--- config.mk ---
export PLATFORM = sky130hd
export DESIGN_NAME = rdr_readout
export DESIGN_NICKNAME = d
export VERILOG_FILES = /design/src/shared/rdr_pkg.sv /design/src/rtl/rdr_readout.sv
export SDC_FILE = /design/constraint.sdc
export NUM_CORES = 1
export LEC_CHECK = 0
export BUFFER_PORTS_ARGS = -buffer_cell sky130_fd_sc_hd__buf_2
export CORE_MARGIN = 1
export CORE_UTILIZATION = 53
export CTS_BUF_LIST = sky130_fd_sc_hd__clkbuf_8
export CTS_CLUSTER_SIZE = 20
export DETAILED_ROUTE_END_ITERATION = 6
export PLACE_DENSITY = 0.86
export SETUP_SLACK_MARGIN = 0.15
export SLEW_MARGIN = 10
export SYNTH_ARGS = -nofsm -noshare
export SYNTH_HDL_FRONTEND = slang
export SYNTH_SLANG_ARGS = --single-unit
--- constraint.sdc ---
create_clock -name clk -period 2.8 [get_ports clk]
set_input_delay 0.28 -clock clk [delete_from_list [all_inputs] [get_ports clk]]
set_output_delay 0.28 -clock clk [all_outputs]
set_load 0.05 [all_outputs]
--- src/shared/rdr_pkg.sv ---
// Constants, register map and state types of the ranging diagnostic readout
`default_nettype none

package rdr_pkg;

    // ------------------------------------------------------------
    // Register map (7-bit index; bit 7 of the pointer = auto-increment)
    // ------------------------------------------------------------
    localparam logic [6:0] RDR_REG_DIAG = 7'h40;
    localparam logic [6:0] RDR_REG_HEALTH = 7'h48;
    localparam logic [6:0] RDR_REG_CORR_LO = 7'h52;
    localparam logic [6:0] RDR_REG_CORR_HI = 7'h53;
    localparam logic [6:0] RDR_REG_PWR = 7'h65;
    localparam int RDR_PTR_AI_BIT = 7;
    localparam logic [6:0] RDR_DEV_ADDR_DEF = 7'h62;

    // ------------------------------------------------------------
    // Field values and reset values
    // ------------------------------------------------------------
    localparam logic [2:0] RDR_DIAG_EXIT = 3'h0;
    localparam logic [2:0] RDR_DIAG_ENTER = 3'h7;
    localparam logic [7:0] RDR_DIAG_RESET = 8'h00;
    localparam logic [7:0] RDR_PWR_RESET = 8'h80;
    localparam int RDR_PWR_RX_OFF_BIT = 0;
    localparam int RDR_SAMPLE_W = 9;
    localparam logic [7:0] RDR_UNMAPPED = 8'h00;

    // ------------------------------------------------------------
    // Timing: receiver settle time after it is switched on
    // ------------------------------------------------------------
    localparam int RDR_CLK_KHZ = 25000;
    localparam int RDR_RX_SETTLE_NS = 10000;
    localparam int RDR_RX_SETTLE_CYC_I = (RDR_RX_SETTLE_NS * RDR_CLK_KHZ + 999_999) / 1_000_000;
    localparam logic [15:0] RDR_RX_SETTLE_CYC = 16'(RDR_RX_SETTLE_CYC_I);

    // ------------------------------------------------------------
    // Types
    // ------------------------------------------------------------
    typedef enum logic [2:0] {
        RDR_ST_IDLE = 3'b000,
        RDR_ST_RX = 3'b001,
        RDR_ST_ACK = 3'b010,
        RDR_ST_TX = 3'b011,
        RDR_ST_MACK = 3'b100
    } rdr_state_t;

    typedef enum logic [1:0] {
        RDR_K_ADDR = 2'b00,
        RDR_K_REG = 2'b01,
        RDR_K_DATA = 2'b10
    } rdr_kind_t;

    // Wake-up health flags, bit 4 down to bit 0 of the health register
    typedef struct packed {
        logic ref_in_range;
        logic ref_overflow;
        logic init_acq_done;
        logic dc_cmd_in_range;
        logic dc_reg_ok;
    } rdr_health_t;

    typedef struct packed {
        rdr_state_t st;
        rdr_kind_t kind;
        logic rw;
        logic [3:0] cnt;
        logic [7:0] sh;
        logic [7:0] tx;
        logic [7:0] ptr;
        logic sda_oe;
        logic [7:0] diag;
        logic test;
        logic [7:0] pwr;
        logic [15:0] settle;
        logic settled;
        rdr_health_t health;
        logic [RDR_SAMPLE_W-1:0] buf0;
        logic [RDR_SAMPLE_W-1:0] buf1;
        logic [1:0] bcnt;
        logic cready;
        logic [15:0] idx;
        logic busy;
        logic [15:0] res;
        logic go;
        logic scl;
        logic sda;
    } rdr_regs_t;

endpackage : rdr_pkg

`default_nettype wire

--- src/rtl/rdr_readout.sv ---
// I2C register slave with test-mode correlation readout, health and power
`default_nettype none

module rdr_readout #(
    parameter logic [6:0] DEV_ADDR = rdr_pkg::RDR_DEV_ADDR_DEF
) (
    input wire logic clk,
    input wire logic rst_n,
    input wire logic scl_i,
    input wire logic sda_i,
    output logic sda_o,
    output logic sda_oe,
    input wire logic corr_valid,
    input wire logic [rdr_pkg::RDR_SAMPLE_W-1:0] corr_sample,
    output logic corr_ready,
    input wire rdr_pkg::rdr_health_t health_i,
    output logic rx_off,
    output logic rx_settled,
    output logic test_mode,
    output logic [15:0] rec_index,
    input wire logic meas_start,
    input wire logic meas_done,
    input wire logic [15:0] meas_result,
    output logic meas_go,
    output logic busy,
    output logic [15:0] result_hold
);
    import rdr_pkg::*;

    // ------------------------------------------------------------
    // Elaboration check
    // ------------------------------------------------------------
    if (DEV_ADDR[0] !== 1'b0 && DEV_ADDR[0] !== 1'b1) begin : g_bad_addr
        $error("DEV_ADDR must be a defined 7-bit address");
    end
    // Settle count must fit the 16-bit timer, else it wraps and settles too early
    if (RDR_RX_SETTLE_CYC_I < 1 || RDR_RX_SETTLE_CYC_I > 65535) begin : g_bad_settle
        $error("settle count does not fit the 16-bit timer");
    end

    rdr_regs_t s_ff;
    rdr_regs_t nxt_s;

    // Register read mux; pointer picks the register
    function automatic logic [7:0] read_val(input rdr_regs_t s);
        logic [7:0] v;
        v = RDR_UNMAPPED;
        case (s.ptr[6:0])
            RDR_REG_DIAG: v = s.diag;
            RDR_REG_HEALTH: v = {3'h0, s.health};
            RDR_REG_CORR_LO: v = (s.bcnt != 2'h0) ? s.buf0[7:0] : 8'h00;
            RDR_REG_CORR_HI: v = (s.bcnt != 2'h0) ? {7'h00, s.buf0[8]} : 8'h00;
            RDR_REG_PWR: v = s.pwr;
            default: v = RDR_UNMAPPED;
        endcase
        return v;
    endfunction : read_val

    // ------------------------------------------------------------
    // Next-state logic
    // ------------------------------------------------------------
    always_comb begin
        logic rise;
        logic fall;
        logic start;
        logic stop;
        logic push;
        logic pop;
        logic load;
        rise = 1'b0;
        fall = 1'b0;
        start = 1'b0;
        stop = 1'b0;
        push = 1'b0;
        pop = 1'b0;
        load = 1'b0;
        nxt_s = s_ff;
        nxt_s.scl = scl_i;
        nxt_s.sda = sda_i;
        nxt_s.health = health_i;
        nxt_s.go = 1'b0;
        rise = scl_i & ~s_ff.scl;
        fall = ~scl_i & s_ff.scl;
        start = s_ff.scl & scl_i & s_ff.sda & ~sda_i;
        stop = s_ff.scl & scl_i & ~s_ff.sda & sda_i;
        push = corr_valid & s_ff.cready;

        // Bus sequencing; start and stop override any byte in flight
        if (start) begin
            nxt_s.st = RDR_ST_RX;
            nxt_s.kind = RDR_K_ADDR;
            nxt_s.cnt = 4'h0;
            nxt_s.sda_oe = 1'b0;
        end else if (stop) begin
            nxt_s.st = RDR_ST_IDLE;
            nxt_s.sda_oe = 1'b0;
        end else begin
            case (s_ff.st)
                RDR_ST_IDLE: begin
                    nxt_s.sda_oe = 1'b0;
                end
                RDR_ST_RX: begin
                    if (rise) begin
                        nxt_s.sh = {s_ff.sh[6:0], sda_i};
                        nxt_s.cnt = s_ff.cnt + 4'h1;
                    end else if (fall && s_ff.cnt == 4'h8) begin
                        nxt_s.cnt = 4'h0;
                        nxt_s.st = RDR_ST_ACK;
                        nxt_s.sda_oe = 1'b1;
                        case (s_ff.kind)
                            RDR_K_ADDR: begin
                                nxt_s.rw = s_ff.sh[0];
                                if (s_ff.sh[7:1] != DEV_ADDR) begin
                                    nxt_s.st = RDR_ST_IDLE;
                                    nxt_s.sda_oe = 1'b0;
                                end else if (s_ff.sh[0]) begin
                                    load = 1'b1;
                                end else begin
                                    nxt_s.kind = RDR_K_REG;
                                end
                            end
                            RDR_K_REG: begin
                                nxt_s.ptr = s_ff.sh;
                                nxt_s.kind = RDR_K_DATA;
                            end
                            default: begin
                                // Writes to read-only or unmapped places are dropped
                                if (s_ff.ptr[6:0] == RDR_REG_DIAG) begin
                                    nxt_s.diag = s_ff.sh;
                                    if (s_ff.sh[2:0] == RDR_DIAG_EXIT) begin
                                        nxt_s.test = 1'b0;
                                    end else if (s_ff.sh[2:0] == RDR_DIAG_ENTER) begin
                                        nxt_s.test = 1'b1;
                                        nxt_s.idx = 16'h0000;
                                    end
                                end
                                if (s_ff.ptr[6:0] == RDR_REG_PWR) begin
                                    nxt_s.pwr = s_ff.sh;
                                end
                                if (s_ff.ptr[RDR_PTR_AI_BIT]) begin
                                    nxt_s.ptr = {1'b1, s_ff.ptr[6:0] + 7'h01};
                                end
                            end
                        endcase
                    end
                end
                RDR_ST_ACK: begin
                    if (fall) begin
                        if (s_ff.rw) begin
                            nxt_s.st = RDR_ST_TX;
                            nxt_s.sda_oe = ~s_ff.tx[7];
                        end else begin
                            nxt_s.st = RDR_ST_RX;
                            nxt_s.sda_oe = 1'b0;
                        end
                    end
                end
                RDR_ST_TX: begin
                    if (rise) begin
                        nxt_s.cnt = s_ff.cnt + 4'h1;
                    end else if (fall) begin
                        if (s_ff.cnt == 4'h8) begin
                            nxt_s.st = RDR_ST_MACK;
                            nxt_s.sda_oe = 1'b0;
                        end else if (s_ff.cnt == 4'h0) begin
                            nxt_s.sda_oe = ~s_ff.tx[7];
                        end else begin
                            nxt_s.tx = {s_ff.tx[6:0], 1'b0};
                            nxt_s.sda_oe = ~s_ff.tx[6];
                        end
                    end
                end
                RDR_ST_MACK: begin
                    // Host ack asks for the next byte of the same transaction
                    if (rise) begin
                        nxt_s.cnt = 4'h0;
                        if (!sda_i) begin
                            nxt_s.st = RDR_ST_TX;
                            load = 1'b1;
                        end else begin
                            nxt_s.st = RDR_ST_IDLE;
                        end
                    end
                end
                default: begin
                    nxt_s.st = RDR_ST_IDLE;
                    nxt_s.sda_oe = 1'b0;
                end
            endcase
        end

        // Byte fetch; the high byte read consumes the sample
        if (load) begin
            nxt_s.tx = read_val(s_ff);
            if (s_ff.ptr[6:0] == RDR_REG_CORR_HI && s_ff.bcnt != 2'h0) begin
                pop = 1'b1;
                nxt_s.idx = s_ff.idx + 16'h0001;
            end
            if (s_ff.ptr[RDR_PTR_AI_BIT]) begin
                nxt_s.ptr = {1'b1, s_ff.ptr[6:0] + 7'h01};
            end
        end

        // Two-entry sample buffer; head is buf0
        case ({push, pop})
            2'b10: begin
                if (s_ff.bcnt == 2'h0) begin
                    nxt_s.buf0 = corr_sample;
                end else begin
                    nxt_s.buf1 = corr_sample;
                end
                nxt_s.bcnt = s_ff.bcnt + 2'h1;
            end
            2'b01: begin
                nxt_s.buf0 = s_ff.buf1;
                nxt_s.bcnt = s_ff.bcnt - 2'h1;
            end
            2'b11: begin
                nxt_s.buf0 = (s_ff.bcnt == 2'h1) ? corr_sample : s_ff.buf1;
                nxt_s.buf1 = corr_sample;
            end
            default: begin
                nxt_s.bcnt = s_ff.bcnt;
            end
        endcase
        // Leaving test mode drops stale samples so a new record starts clean
        if (!nxt_s.test) begin
            nxt_s.bcnt = 2'h0;
        end
        nxt_s.cready = nxt_s.test && (nxt_s.bcnt != 2'h2);

        // Receiver settle timer restarts while the receiver is off
        if (nxt_s.pwr[RDR_PWR_RX_OFF_BIT]) begin
            nxt_s.settle = RDR_RX_SETTLE_CYC;
        end else if (s_ff.settle != 16'h0000) begin
            nxt_s.settle = s_ff.settle - 16'h0001;
        end
        nxt_s.settled = ~nxt_s.pwr[RDR_PWR_RX_OFF_BIT] && (nxt_s.settle == 16'h0000);

        // Measurement: done clears busy; a start in the same cycle is ignored while busy
        if (meas_done) begin
            nxt_s.busy = 1'b0;
            nxt_s.res = meas_result;
        end
        if (meas_start && s_ff.settled && !s_ff.busy) begin
            nxt_s.busy = 1'b1;
            nxt_s.go = 1'b1;
        end
    end

    // ------------------------------------------------------------
    // State register
    // ------------------------------------------------------------
    always_ff @(posedge clk) begin
        if (!rst_n) begin
            s_ff <= '0;
            s_ff.st <= RDR_ST_IDLE;
            s_ff.kind <= RDR_K_ADDR;
            s_ff.diag <= RDR_DIAG_RESET;
            s_ff.pwr <= RDR_PWR_RESET;
            s_ff.settle <= RDR_RX_SETTLE_CYC;
            s_ff.scl <= 1'b1;
            s_ff.sda <= 1'b1;
        end else begin
            s_ff <= nxt_s;
        end
    end

    // Outputs straight from the state register, except sda_o which is tied low
    assign sda_o = 1'b0;
    assign sda_oe = s_ff.sda_oe;
    assign corr_ready = s_ff.cready;
    assign rx_off = s_ff.pwr[RDR_PWR_RX_OFF_BIT];
    assign rx_settled = s_ff.settled;
    assign test_mode = s_ff.test;
    assign rec_index = s_ff.idx;
    assign meas_go = s_ff.go;
    assign busy = s_ff.busy;
    assign result_hold = s_ff.res;

endmodule : rdr_readout

`default_nettype wire

# ---- Word-level counts from Yosys, hierarchy flattened
# Index checks and enable logic that the tools add are counted.
# W data, S select, Z words.
dict set report word_totals {
  register_bits 131
  in_bits 37
}
dict set report classes {
  n_addsub 6
  n_eq_ne 46
  muxes 98
  n_bitwise 22
  reduce_logical 36
}
# operator n
set op_table {}
lappend op_table {{$mux W16} 15}
lappend op_table {{$mux W8} 12}
lappend op_table {{$mux W9} 7}
lappend op_table {{$mux W26} 2}
lappend op_table {{$mux W10} 5}
lappend op_table {{$pmux W8 S5} 1}
lappend op_table {{$eq A7 B7 Y1 const B} 5}
lappend op_table {{$mux W17} 2}
lappend op_table {{$mux W31} 1}
lappend op_table {{$ne A4 B4 Y1 const B} 7}
lappend op_table {{$reduce_and A7 Y1} 4}
lappend op_table {{$pmux W9 S3} 1}
lappend op_table {{$mux W1} 26}
lappend op_table {{$mux W3} 8}
lappend op_table {{$ne A2 B2 Y1 const B} 11}
lappend op_table {{$pmux W9 S2} 1}
lappend op_table {{$add A16 B1 Y16 const B} 1}
lappend op_table {{$logic_not A16 Y1} 1}
lappend op_table {{$pmux W8 S2} 1}
lappend op_table {{$reduce_and A8 Y1} 2}
lappend op_table {{$reduce_bool A16 Y1} 1}
lappend op_table {{$sub A16 B1 Y16 const B} 1}
lappend op_table {{$pmux W3 S5} 1}
lappend op_table {{$not A1 Y1} 14}
lappend op_table {{other kinds (38)} 78}

# ---- Depth between registers and ports, before layout
# Gate-level depths: netlist of run 1.
dict set report depth {
  ltp_word 14
  depth_mapped 15
  depth_no_buf 14
}

# ---- Worst setup path before layout of run 1
# OpenSTA, ideal clock, no wires.
dict set report synth_timing {
  kind {register to register}
  startpoint {register s_ff[121] (netlist name)}
  endpoint {register s_ff[39] (netlist name)}
  arrival_time_ns 2.815
  slack_ns -0.142
  path_stages_with_launch 15
  path_buffers 2
  cell_sequence {dfxtp_1 -> inv_1 -> ha_1 -> and4bb_2 -> nand3_2 -> o21a_1 -> buf_2 -> nor2_1 -> inv_1 -> ha_1 -> inv_1 -> a21o_1 -> clkbuf_1 -> mux2i_1 -> nor2_1}
}
dict set report synth_between {
  elab_chain_len 11
}
# element line_no
set synth_lines {}
lappend synth_lines {{start: declaration} rdr_readout.sv:41} ;# rdr_regs_t s_ff;
lappend synth_lines {{start signal: assignment} rdr_readout.sv:265} ;# s_ff <= nxt_s;
lappend synth_lines {{$eq A4 B4 Y1 (*)} rdr_readout.sv:106} ;# end else if (fall && s_ff.cnt == 4'h8) begin
lappend synth_lines {{$logic_and A1 B1 Y1 (*)} rdr_readout.sv:106}
lappend synth_lines {{$mux W1 (*)} rdr_readout.sv:106}
lappend synth_lines {{$mux W1 (*)} rdr_readout.sv:103} ;# if (rise) begin
lappend synth_lines {{$pmux W1 S2 (*)} rdr_readout.sv:98} ;# case (s_ff.st)
lappend synth_lines {{$mux W1 (*)} rdr_readout.sv:94} ;# end else if (stop) begin
lappend synth_lines {{$mux W1 (*)} rdr_readout.sv:89} ;# if (start) begin
lappend synth_lines {{$mux W1 (*)} rdr_readout.sv:193} ;# if (load) begin
lappend synth_lines {{$eq A2 B2 Y1} rdr_readout.sv:205} ;# case ({push, pop})
lappend synth_lines {{$ne A2 B2 Y1 (no line) / $reduce_bool A2 Y1 (equally long branches)} n/a}
lappend synth_lines {{$reduce_and A2 Y1 (no line)} n/a}
# Mark *: on every way between the ends. The rest lies on a longest branch, timed or not.
# A chain may end at the register's enable or synchronous reset.

# ---- Worst setup path after layout of run 1
dict set report layout_timing {
  startpoint {register s_ff[121] (netlist name)}
  endpoint {register s_ff[49] (netlist name)}
}
dict set report layout_between {
  elab_chain_len 11
}
# element line_no
set layout_lines {}
lappend layout_lines {{$eq A4 B4 Y1 (*)} rdr_readout.sv:106}
lappend layout_lines {{$logic_and A1 B1 Y1 (*)} rdr_readout.sv:106}
lappend layout_lines {{$mux W1 (*)} rdr_readout.sv:106}
lappend layout_lines {{$mux W1 (*)} rdr_readout.sv:103}
lappend layout_lines {{$pmux W1 S2 (*)} rdr_readout.sv:98}
lappend layout_lines {{$mux W1 (*)} rdr_readout.sv:94}
lappend layout_lines {{$mux W1 (*)} rdr_readout.sv:89}
lappend layout_lines {{$mux W1 (*)} rdr_readout.sv:193}
lappend layout_lines {{$eq A2 B2 Y1 / $eq A2 B1 Y1 (equally long branches)} rdr_readout.sv:205}
lappend layout_lines {{$ne A2 B2 Y1 (no line) / $reduce_bool A3 Y1 (equally long branches)} n/a}
lappend layout_lines {{$reduce_and A2 Y1 (no line)} n/a}
# Marked as above.

==> results.json, run 1 <==
{
  "final_util": 0.6260,
  "clk_pin_slew_ps": 80,
  "leakagePower_nw": 2.909,
  "ant_nets": 0,
  "report.final.hold_viol_count": 0,
  "yosysSeqAreaShare": 0.3911,
  "synthFlopType": "dfxtp_1",
  "clk_latency_ps": 450,
  "numCtsBuffers": 17,
  "grt_pass1_wl_um": 25520,
  "viasPerCell": 5.701,
  "hp-class": "input port to flop",
  "die_area_um2": 13100,
  "hpwl_um": 10570,
  "p_clk_frac": 0.424,
  "synth_top_area_frac": 0.3911,
  "rsz0062_at_grt": "false",
  "holdWs_ps": 29.80,
  "setup_tns_ps": 0,
  "fin_cells": 1026,
  "drive_gt1_frac": 0.2028,
  "cp_data_arrival_time_ps": 2850,
  "ys_ff_latch": 131,
  "maxSlewHeadroom": 0.3224,
  "vias": 5849,
  "power.internal_mw": 2.947,
  "clkSinkCount": 131,
  "gp_congestion": 0.9184,
  "antenna_cells": 0,
  "core_area_um2": 12160,
  "p_sw_frac": 0.2732,
  "timing.final.crit_share": 0.8973,
  "cpLargestDelayFamily": "compound AO/OA/AOI/OAI gates",
  "fp.dieW_um": 114.5,
  "async_flop_share": 0,
  "rows": 40,
  "io_pins": 77,
  "critPathCaptureType": "flop",
  "dp_cells": 990,
  "synth-edff-count": 0,
  "crit_type": "flop to flop",
  "slew_violations": 0,
  "synth.avg_cell_area_um2": 8.509,
  "fmax_ghz": 0.3980,
  "setup_viol": 0,
  "dr.pass1.iters": 6,
  "clk_root_buffer_cell": "clkbuf_8",
  "max_stage_delay_ps": 430,
  "clock_skew_ps": 13.25,
  "nNetsFinal": 896,
  "drc": 0,
  "synth_area_um2": 6705,
  "worst-path-max-fanout": 9,
  "clock_path_buffers": 2,
  "path_cells": "inv_1, ha_2, and4bb_2, nand3_4, o21a_1, nor2_2, inv_1, ha_2, o31a_1, o21ai_0, a21oi_1",
  "status": "complete, no violations",
  "synth_area_leaders": "dfxtp_1 (39%), mux2i_1 (6.7%), nor2_1 (4.7%)",
  "syn_nets": 839,
  "drt_iter0_drc": 579,
  "layout_min_cycle_time_ps": 2512,
  "start_kind": "flop",
  "initial_utilization": 0.5513,
  "power_switching_mw": 1.108,
  "grt_max_degree": 45,
  "drv_cap": 0,
  "slowest_stage": "o31a_1",
  "worst_pin_slew_ps": 1007,
  "grt_overflow": 0,
  "hold_buffers": 0,
  "syn2layout_area_growth_pct": 13.55,
  "synth.most_common_cell": "dfxtp_1",
  "totalWireLength_um": 15410,
  "portBuffers": 75,
  "p_comb_frac": 0.100,
  "die_h_um": 114.5,
  "antenna_found_initial": 0,
  "path_buf_inv": 2,
  "required_ps": 3140,
  "postSynthCellCount": 788,
  "grt_pass1_vias": 5380,
  "n_fill_cell": 1008,
  "avgRoutedWirePerCell_um": 15.02,
  "power_frac_seq": 0.475,
  "yosysTopAreaCell": "dfxtp_1",
  "track_usage": 0.2440,
  "vdd_drop_max_uv": 498.7,
  "power-per-cell-area_nw_per_um2": 532.7,
  "yosys_warnings": 0,
  "htreeDepth": 4,
  "ys_types": 73,
  "cts_tree": "built",
  "synth_common_cells": "dfxtp_1 (131), nor2_1 (84), nand2_1 (83), a21oi_1 (50), mux2i_1 (45)"
}
[worst reg2reg max path: stages, from the launching register on]
cell and delay [ps]:
dfxtp_1 340, inv_1 70, ha_2 210, and4bb_2 300
nand3_4 80, o21a_1 230, nor2_2 100, inv_1 90
ha_2 220, o31a_1 430, o21ai_0 250, a21oi_1 90
[power by group through the flow]
stage	Combinational [mW]	Clock, mW	Sequential [mW]
final	0.407	1.72	1.93
after CTS	0.401	1.75	1.93
after detailed placement	0.399	0	1.97
after global routing	0.446	1.84	1.93
after floorplan	0.309	0	1.96
after global placement	0.395	0	1.97
[sequential cells by signal, indices dropped and copies added (netlist names)]
| signal | cells |
|---|---|
| s_ff | 92 |
| rec_index | 16 |
| result_hold | 16 |
| busy | 1 |
| corr_ready | 1 |
| meas_go | 1 |
| rx_off | 1 |
| rx_settled | 1 |
| sda_oe | 1 |
| test_mode | 1 |
[metrics by stage]
stage / worst slack, ps / power, mW / instance area [µm²]
global route: 112.1 / 4.216 / 7614
global placement: 127.2 / 2.363 / 7113
detailed placement: 13.30 / 2.367 / 7113
floorplan: 172.5 / 2.273 / 6721
CTS: 198.5 / 4.075 / 7551
finish: 287.6 / 4.055 / 7614
[cell type report]
cell class | instances | area (µm²) | share of cell area
Timing Repair Buffer | 110 | 650.6 | 0.08546
Inverter | 23 | 86.33 | 0.01134
Clock buffer | 17 | 234.0 | 0.03073
Sequential cell | 131 | 2624 | 0.3446
Tap cell | 168 | 210.2 | 0.02761
Clock inverter | 15 | 191.4 | 0.02514
Multi-Input combinational cell | 562 | 3617 | 0.4751
[routing by layer]
layer  vias up  global-route usage  wire length [µm]
met3        21             0.05506              1106
li1       2878                   -                 -
met4         0             0.08918               266
met2       249              0.3842              7048
met5         -                   0                 0
met1      2701              0.3276              6986
[kinds of logic after synthesis]
| family | count (synthesis) | synth area share |
|---|---|---|
| buffers and inverters | 96 | 0.07707 |
| AOI/OAI and AO/OA | 167 | 0.1607 |
| DFF | 131 | 0.3911 |
| adders and majority gates | 14 | 0.02612 |
| other | 1 | 0.0005593 |
| muxes | 47 | 0.07054 |
| and+or+nand+nor | 312 | 0.2478 |
| xor gates and xnor gates | 20 | 0.02612 |
[final timing paths]
| check | start | to | slack, ps | cells after the start |
|---|---|---|---|---|
| worst max-delay path | s_ff[121]$_SDFFE_PP0P_ | s_ff[49]$_SDFFE_PN0P_ | 290 | 11 |
| worst max register to register | s_ff[121]$_SDFFE_PP0P_ | s_ff[49]$_SDFFE_PN0P_ | 290 | 11 |
| worst min-delay path | health_i[2] | s_ff[59]$_SDFF_PN0_ | 30 | 2 |
| worst min register to register | s_ff[43]$_SDFFE_PN0P_ | s_ff[52]$_SDFFE_PN0P_ | 460 | 2 |
[cell usage in the layout, fill, tap and decap left out, types with 5 or more instances in the layout]
master / Yosys / routed
a211oi_1: 8 / 8
a21oi_1: 50 / 49
a22oi_1: 11 / 11
a31oi_1: 7 / 7
and2_1: 9 / 9
and3_1: 10 / 10
buf_2: 8 / 75
buf_4: 35 / 34
clkbuf_8: 0 / 17
dfxtp_1: 131 / 130
ha_1: 14 / 12
inv_1: 23 / 22
inv_6: 0 / 5
mux2i_1: 45 / 45
nand2_1: 83 / 83
nand2b_1: 12 / 12
nand3_1: 32 / 32
nand4_1: 14 / 14
nor2_1: 84 / 83
nor3_1: 11 / 11
nor4_1: 5 / 5
o211ai_1: 7 / 7
o21ai_0: 40 / 39
o2bb2ai_1: 7 / 7
o31ai_1: 7 / 7
or3_1: 9 / 9
or4_1: 5 / 5
xnor2_1: 9 / 9
xor2_1: 11 / 11
[repair_timing]
action / CTS / global route
gates resized for setup: 3 / 6
setup endpoints to repair: 18 / 18
gates cloned: 0 / 1
pin swaps: 0 / 4
buffers inserted: 0 / 3
(Power assumes the default switching activity.)
==> run 2, diff against run 1 <==
--- a/config.mk
+++ b/config.mk
@@ -5,13 +5,13 @@
 export SDC_FILE = /design/constraint.sdc
 export NUM_CORES = 1
 export LEC_CHECK = 0
+export ABC_AREA = 1
 export BUFFER_PORTS_ARGS = -buffer_cell sky130_fd_sc_hd__buf_2
 export CORE_MARGIN = 1
-export CORE_UTILIZATION = 53
+export CORE_UTILIZATION = 55
 export CTS_BUF_LIST = sky130_fd_sc_hd__clkbuf_8
-export CTS_CLUSTER_SIZE = 20
 export DETAILED_ROUTE_END_ITERATION = 6
-export PLACE_DENSITY = 0.86
+export PLACE_DENSITY = 0.88
 export SETUP_SLACK_MARGIN = 0.15
 export SLEW_MARGIN = 10
 export SYNTH_ARGS = -nofsm -noshare
==> results.json, run 2 <==
{
  "crit_cells": 16,
  "cp_data_arrival_time_ps": 2820,
  "power-per-cell-area_nw_per_um2": 515.5,
  "critPathCaptureType": "flop",
  "track_usage": 0.2616,
  "timing.final.crit_share": 0.8840,
  "synth.most_common_cell": "nand2_1",
  "io_pins": 77,
  "setup_viol": 0,
  "path_cells": "inv_1, ha_1, nand2_1, nor2_2, nand2_2, nor2_4, nand2_2, nand2_8, nand2_8, ha_2, inv_1, nand2_1, nand2_4, clkinvlp_4, o21ai_0, a21oi_1",
  "grt_pass1_wl_um": 27830,
  "setup_slack_ps": 324.8,
  "report.final.hold_viol_count": 0,
  "grt_max_degree": 56,
  "fin_total_pwr_mw": 4.078,
  "postSynthCellCount": 1063,
  "clock_skew_ps": 8.210,
  "cpLargestDelayFamily": "simple AND/OR/NAND/NOR gates",
  "numCtsBuffers": 17,
  "nNetsFinal": 1159,
  "slew_violations": 0,
  "synth_common_cells": "nand2_1 (239), nor2_1 (158), dfxtp_1 (131), o21ai_0 (101), inv_1 (100)",
  "ant_nets": 0,
  "clk_latency_ps": 460,
  "setup_tns_ps": 0,
  "worst-path-max-fanout": 19,
  "synth_area_um2": 7144,
  "drv_cap": 0,
  "max_stage_delay_ps": 340,
  "clkSinkCount": 131,
  "htreeDepth": 4,
  "synth-edff-count": 0,
  "yosysSeqAreaShare": 0.3671,
  "syn_nets": 1114,
  "fmax_ghz": 0.4040,
  "clk_root_buffer_cell": "clkbuf_8",
  "largest_reg_flops": 92,
  "antenna_found_initial": 0,
  "cts_setup_buffers": 0,
  "final_common_cell": "nand2_1",
  "yosys_warnings": 0,
  "totalWireLength_um": 17370,
  "required_ps": 3150,
  "ys_ff_latch": 131,
  "antenna_cells": 0,
  "place_area_um2": 7398,
  "slowest_stage": "dfxtp_1",
  "crit_type": "flop to flop",
  "p_sw_frac": 0.2622,
  "die_area_um2": 13450,
  "viasPerCell": 5.447,
  "postLayoutCellArea_um2": 7911,
  "power_switching_mw": 1.069,
  "async_flop_share": 0,
  "synth_area_leaders": "dfxtp_1 (37%), nand2_1 (13%), nor2_1 (8.3%)",
  "path_buf_inv": 3,
  "fp.dieW_um": 116.0,
  "yosysTopAreaCell": "dfxtp_1",
  "hpwl_um": 11860,
  "reg2reg_from": "s_ff[121]$_SDFFE_PP0P_",
  "r2r-end": "s_ff[45]$_SDFFE_PN0P_",
  "synth_top_area_frac": 0.3671,
  "grt_overflow": 0,
  "synthFlopType": "dfxtp_1",
  "start_kind": "flop",
  "avgRoutedWirePerCell_um": 13.43,
  "rsz0062_at_grt": "true",
  "reg2reg_depth": 16,
  "hp-class": "input port to flop",
  "syn2layout_area_growth_pct": 10.74,
  "drive_gt1_frac": 0.1463,
  "ys_types": 44,
  "regToRegSetupSlack_ps": 320,
  "top_register": "s_ff",
  "cts_tree": "built",
  "leakagePower_nw": 3.393,
  "initial_utilization": 0.5661,
  "clk_pin_slew_ps": 80,
  "synth.avg_cell_area_um2": 6.721,
  "vdd_drop_max_uv": 439.6,
  "cp-startpoint": "s_ff[121]$_SDFFE_PP0P_",
  "drt_iter0_drc": 618,
  "rows": 41,
  "die_h_um": 116.0,
  "status": "complete, no violations",
  "drc": 0,
  "maxSlewHeadroom": 0.5157,
  "p_clk_frac": 0.432,
  "grt_pass1_vias": 6171,
  "most-common-layout-cells": "nand2_1 (238), nor2_1 (158), dfxtp_1 (131), inv_1 (100), o21ai_0 (97)",
  "power.internal_mw": 3.009,
  "worst_pin_slew_ps": 723.8,
  "endpoint": "s_ff[45]$_SDFFE_PN0P_",
  "p_comb_frac": 0.094,
  "portBuffers": 75,
  "power_frac_seq": 0.475,
  "core_area_um2": 12620,
  "clock_path_buffers": 2,
  "vias": 7043,
  "layout_min_cycle_time_ps": 2475,
  "holdWs_ps": 23.90,
  "dr.pass1.iters": 5,
  "gp_congestion": 0.9057,
  "place_ws_ps": 286.6
}
[run 2: cells by family (layout without fill, tap and decap cells)]
| kind of cell | count (synthesis) | after routing | synth area share |
|---|---|---|---|
| flops | 131 | 131 | 0.3671 |
| fa+ha+maj | 14 | 14 | 0.02452 |
| compound gates | 211 | 211 | 0.1597 |
| buf+inv | 176 | 233 | 0.1163 |
| simple gates | 525 | 526 | 0.3257 |
| other cells | 1 | 1 | 0.0005249 |
| xor+xnor | 5 | 5 | 0.006131 |
[run 2: routing by layer]
metal,track usage,share of wire,wire [µm],vias to the layer above
li1,-,-,-,3513
met1,0.3429,0.43,7554,3188
met2,0.4131,0.46,8058,309
met3,0.06119,0.080,1392,33
met4,0.1103,0.021,362,0
met5,0,0,0,-
[run 2: per-stage QoR]
| step | instances | utilization |
|---|---|---|
| 2_1_floorplan | 1063 | - |
| 3_3_place_gp | 1255 | 0.5863 |
| 3_5_place_dp | 1255 | 0.5863 |
| 4_1_cts | 1290 | 0.6231 |
| 5_1_grt | 1293 | 0.6269 |
| 6_report | 1293 | 0.6269 |
[run 2: tightest hold or removal path: stages]
cell and delay, ps:
buf_2 80, nand2_1 50, inv_1 40
[run 2: power by group through the flow]
stage               sequential (mW)  combinational (mW)  clock, mW
floorplan                      1.97               0.292          0
finish                         1.94               0.381       1.76
detailed placement             1.98               0.371          0
global route                   1.94               0.423       1.86
global placement               1.98               0.361          0
CTS                            1.94               0.376       1.78
[run 2: how the worst min path moves through the flow]
stage	slack, ps	from	endpoint	depth (start not counted)
floorplan	380	sda_i	s_ff[0]$_SDFF_PN1_	2
global placement	450	s_ff[46]$_SDFFE_PN0P_	s_ff[46]$_SDFFE_PN0P_	2
detailed placement	460	s_ff[43]$_SDFFE_PN0P_	s_ff[43]$_SDFFE_PN0P_	2
CTS	10	health_i[0]	s_ff[57]$_SDFF_PN0_	3
global route	10	health_i[0]	s_ff[57]$_SDFF_PN0_	3
finish	20	health_i[0]	s_ff[57]$_SDFF_PN0_	3
[run 2: timing repair]
| action | CTS | global route |
|---|---|---|
| endpoints found under the hold margin | 3 | 0 |
| hold buffers | 3 | 0 |
| resized for setup | 0 | 13 |
| endpoints found under the setup margin | 0 | 17 |
[run 2: cell type report]
class / count / area, µm²
clock inverter: 14 / 187.7
timing repair buffer: 88 / 480.5
tap: 172 / 215.2
timing repair inverter: 2 / 15.01
fill: 1137 / 4708
sequential: 131 / 2623
multi-input combinational: 757 / 3715
inverter: 111 / 427.9
clock buffer: 18 / 247.7
==> run 3, diff against run 2 <==
--- a/config.mk
+++ b/config.mk
@@ -5,13 +5,12 @@
 export SDC_FILE = /design/constraint.sdc
 export NUM_CORES = 1
 export LEC_CHECK = 0
-export ABC_AREA = 1
 export BUFFER_PORTS_ARGS = -buffer_cell sky130_fd_sc_hd__buf_2
 export CORE_MARGIN = 1
 export CORE_UTILIZATION = 55
 export CTS_BUF_LIST = sky130_fd_sc_hd__clkbuf_8
 export DETAILED_ROUTE_END_ITERATION = 6
-export PLACE_DENSITY = 0.88
+export PLACE_DENSITY = 0.89
 export SETUP_SLACK_MARGIN = 0.15
 export SLEW_MARGIN = 10
 export SYNTH_ARGS = -nofsm -noshare
==> results.json, run 3 (synthesis results as in run 1) <==
{
  "most-common-layout-cells": "dfxtp_1 (129), nand2_1 (82), nor2_1 (82), buf_2 (75), a21oi_1 (49)",
  "grt_max_degree": 34,
  "layout_min_cycle_time_ps": 2582,
  "worst_pin_slew_ps": 1033,
  "routed.top_layer": "met4",
  "critPathCaptureType": "flop",
  "drt_iter0_drc": 649,
  "final_common_cell": "dfxtp_1",
  "totalWireLength_um": 16930,
  "avgRoutedWirePerCell_um": 16.83,
  "clk_root_buffer_cell": "clkbuf_8",
  "timing.final.crit_share": 0.9222,
  "io_pins": 77,
  "hold_buffers": 0,
  "clk_latency_ps": 460,
  "fp.dieW_um": 112.4,
  "core_area_um2": 11660,
  "path_buf_inv": 3,
  "rows": 39,
  "leakagePower_nw": 2.907,
  "grt_pass1_wl_um": 26810,
  "wl_met1_um": 7135,
  "track_usage": 0.2659,
  "crit_type": "flop to flop",
  "dr.pass1.iters": 5,
  "dp_cells": 966,
  "maxSlewHeadroom": 0.3047,
  "dr_wl_met2_um": 8028,
  "regToRegSetupSlack_ps": 220,
  "start_kind": "flop",
  "vias": 6158,
  "setup_tns_ps": 0,
  "grt_overflow": 0,
  "path_cells": "inv_1, ha_2, and4bb_4, nand3_4, o21a_1, nor2_2, inv_2, ha_4, o31ai_2, buf_4, o21ai_0, a21oi_1",
  "fin_cells": 1006,
  "setup_viol": 0,
  "r2r-end": "s_ff[54]$_SDFFE_PN0P_",
  "status": "complete, no violations",
  "vdd_drop_max_uv": 372.9,
  "slew_violations": 0,
  "viasPerCell": 6.121,
  "cp_data_arrival_time_ps": 2970,
  "cpLargestDelayFamily": "compound AO/OA/AOI/OAI gates",
  "max_stage_delay_ps": 350,
  "nNetsFinal": 901,
  "power-per-cell-area_nw_per_um2": 500.1,
  "clock_skew_ps": 12.09,
  "top_register": "s_ff",
  "hp-class": "input port to flop",
  "drc": 0,
  "worst-path-max-fanout": 9,
  "ant_nets": 0,
  "clkSinkCount": 131,
  "reg2reg_from": "s_ff[121]$_SDFFE_PP0P_",
  "syn2layout_area_growth_pct": 13.38,
  "hold_path_startpoint": "health_i[3]",
  "slowest_stage": "dfxtp_1",
  "clk_pin_slew_ps": 80,
  "portBuffers": 75,
  "holdPathStages": 2,
  "holdPathEnd": "s_ff[60]$_SDFF_PN0_",
  "htreeDepth": 4,
  "drive_gt1_frac": 0.2213,
  "report.final.hold_viol_count": 0,
  "die_h_um": 112.4,
  "gp_congestion": 0.9246,
  "antenna_found_initial": 0,
  "crit_cells": 12,
  "grt_pass1_vias": 5700,
  "initial_utilization": 0.5749,
  "drv_cap": 0,
  "die_area_um2": 12640,
  "cts_tree": "built",
  "dr_wl_met3_um": 1413,
  "fmax_ghz": 0.3873,
  "hpwl_um": 11460,
  "clock_path_buffers": 2,
  "numCtsBuffers": 17,
  "antenna_cells": 0,
  "reg2reg_depth": 12,
  "largest_reg_flops": 92,
  "rsz0062_at_grt": "false",
  "required_ps": 3180
}
-- run 3: changes by cell type in the layout (fill, tap and decap cells not counted), moves of 11 or more --
cell and delta:
a21oi_1 -18, buf_4 +29, inv_1 -79, mux2i_1 +45, nand2_1 -156, nand2b_1 +12, nand3_1 -21, nand3b_1 -11
nor2_1 -76, o21ai_0 -62, o21ai_1 -16
-- run 3: per-stage QoR --
stage                     utilization  total power, mW  cell area (µm²)  worst slack, ps  hold WS [ps]
after global placement         0.6079            2.366             7089            167.7         445.7
final                          0.6519            3.802             7602            217.7         26.91
after floorplan                     -            2.273             6721            172.5         381.5
after CTS                      0.6388            3.800             7450            151.7         14.24
after detailed placement       0.6079            2.380             7089            8.611         451.4
after global routing           0.6519            3.930             7602            109.6         20.83
-- run 3: report_power, final --
| part | internal (mW) | switching, mW | total, mW |
|---|---|---|---|
| sequential | 1.90 | 0.0421 | 1.94 |
| clock | 0.641 | 0.807 | 1.45 |
| combinational | 0.149 | 0.266 | 0.415 |
-- run 3: layer usage --
layer | vias up | global-route usage
met1 | 2896 | 0.3364
met5 | - | 0
met2 | 338 | 0.4410
li1 | 2893 | -
met3 | 31 | 0.04806
met4 | 0 | 0.1253
-- run 3: final cells by class --
| cell class | instances | area [µm²] |
|---|---|---|
| inverters | 23 | 86.33 |
| fillers | 903 | 4060 |
| clock inverters | 14 | 105.1 |
| well taps | 143 | 178.9 |
| repair buffers | 114 | 668.1 |
| flip-flops and latches | 131 | 2625 |
| multi-input cells | 563 | 3691 |
| clock buffers | 18 | 247.7 |
-- run 3: what timing repair did --
| item | 4_1_cts | 5_1_grt |
|---|---|---|
| buffers inserted | 0 | 6 |
| cloned | 0 | 2 |
| setup endpoints to repair | 18 | 25 |
| pin swaps | 0 | 7 |
| gates resized for setup | 2 | 28 |
-- run 3: how the worst max path moves through the flow --
stage	slack, ps	start	endpoint
finish	220	s_ff[121]$_SDFFE_PP0P_	s_ff[54]$_SDFFE_PN0P_
detailed placement	9	s_ff[37]$_SDFF_PN0_	s_ff[42]$_SDFFE_PN0P_
floorplan	170	s_ff[121]$_SDFFE_PP0P_	s_ff[39]$_SDFFE_PN0P_
global route	110	s_ff[121]$_SDFFE_PP0P_	s_ff[54]$_SDFFE_PN0P_
global placement	170	s_ff[121]$_SDFFE_PP0P_	s_ff[45]$_SDFFE_PN0P_
CTS	150	s_ff[121]$_SDFFE_PP0P_	s_ff[52]$_SDFFE_PN0P_
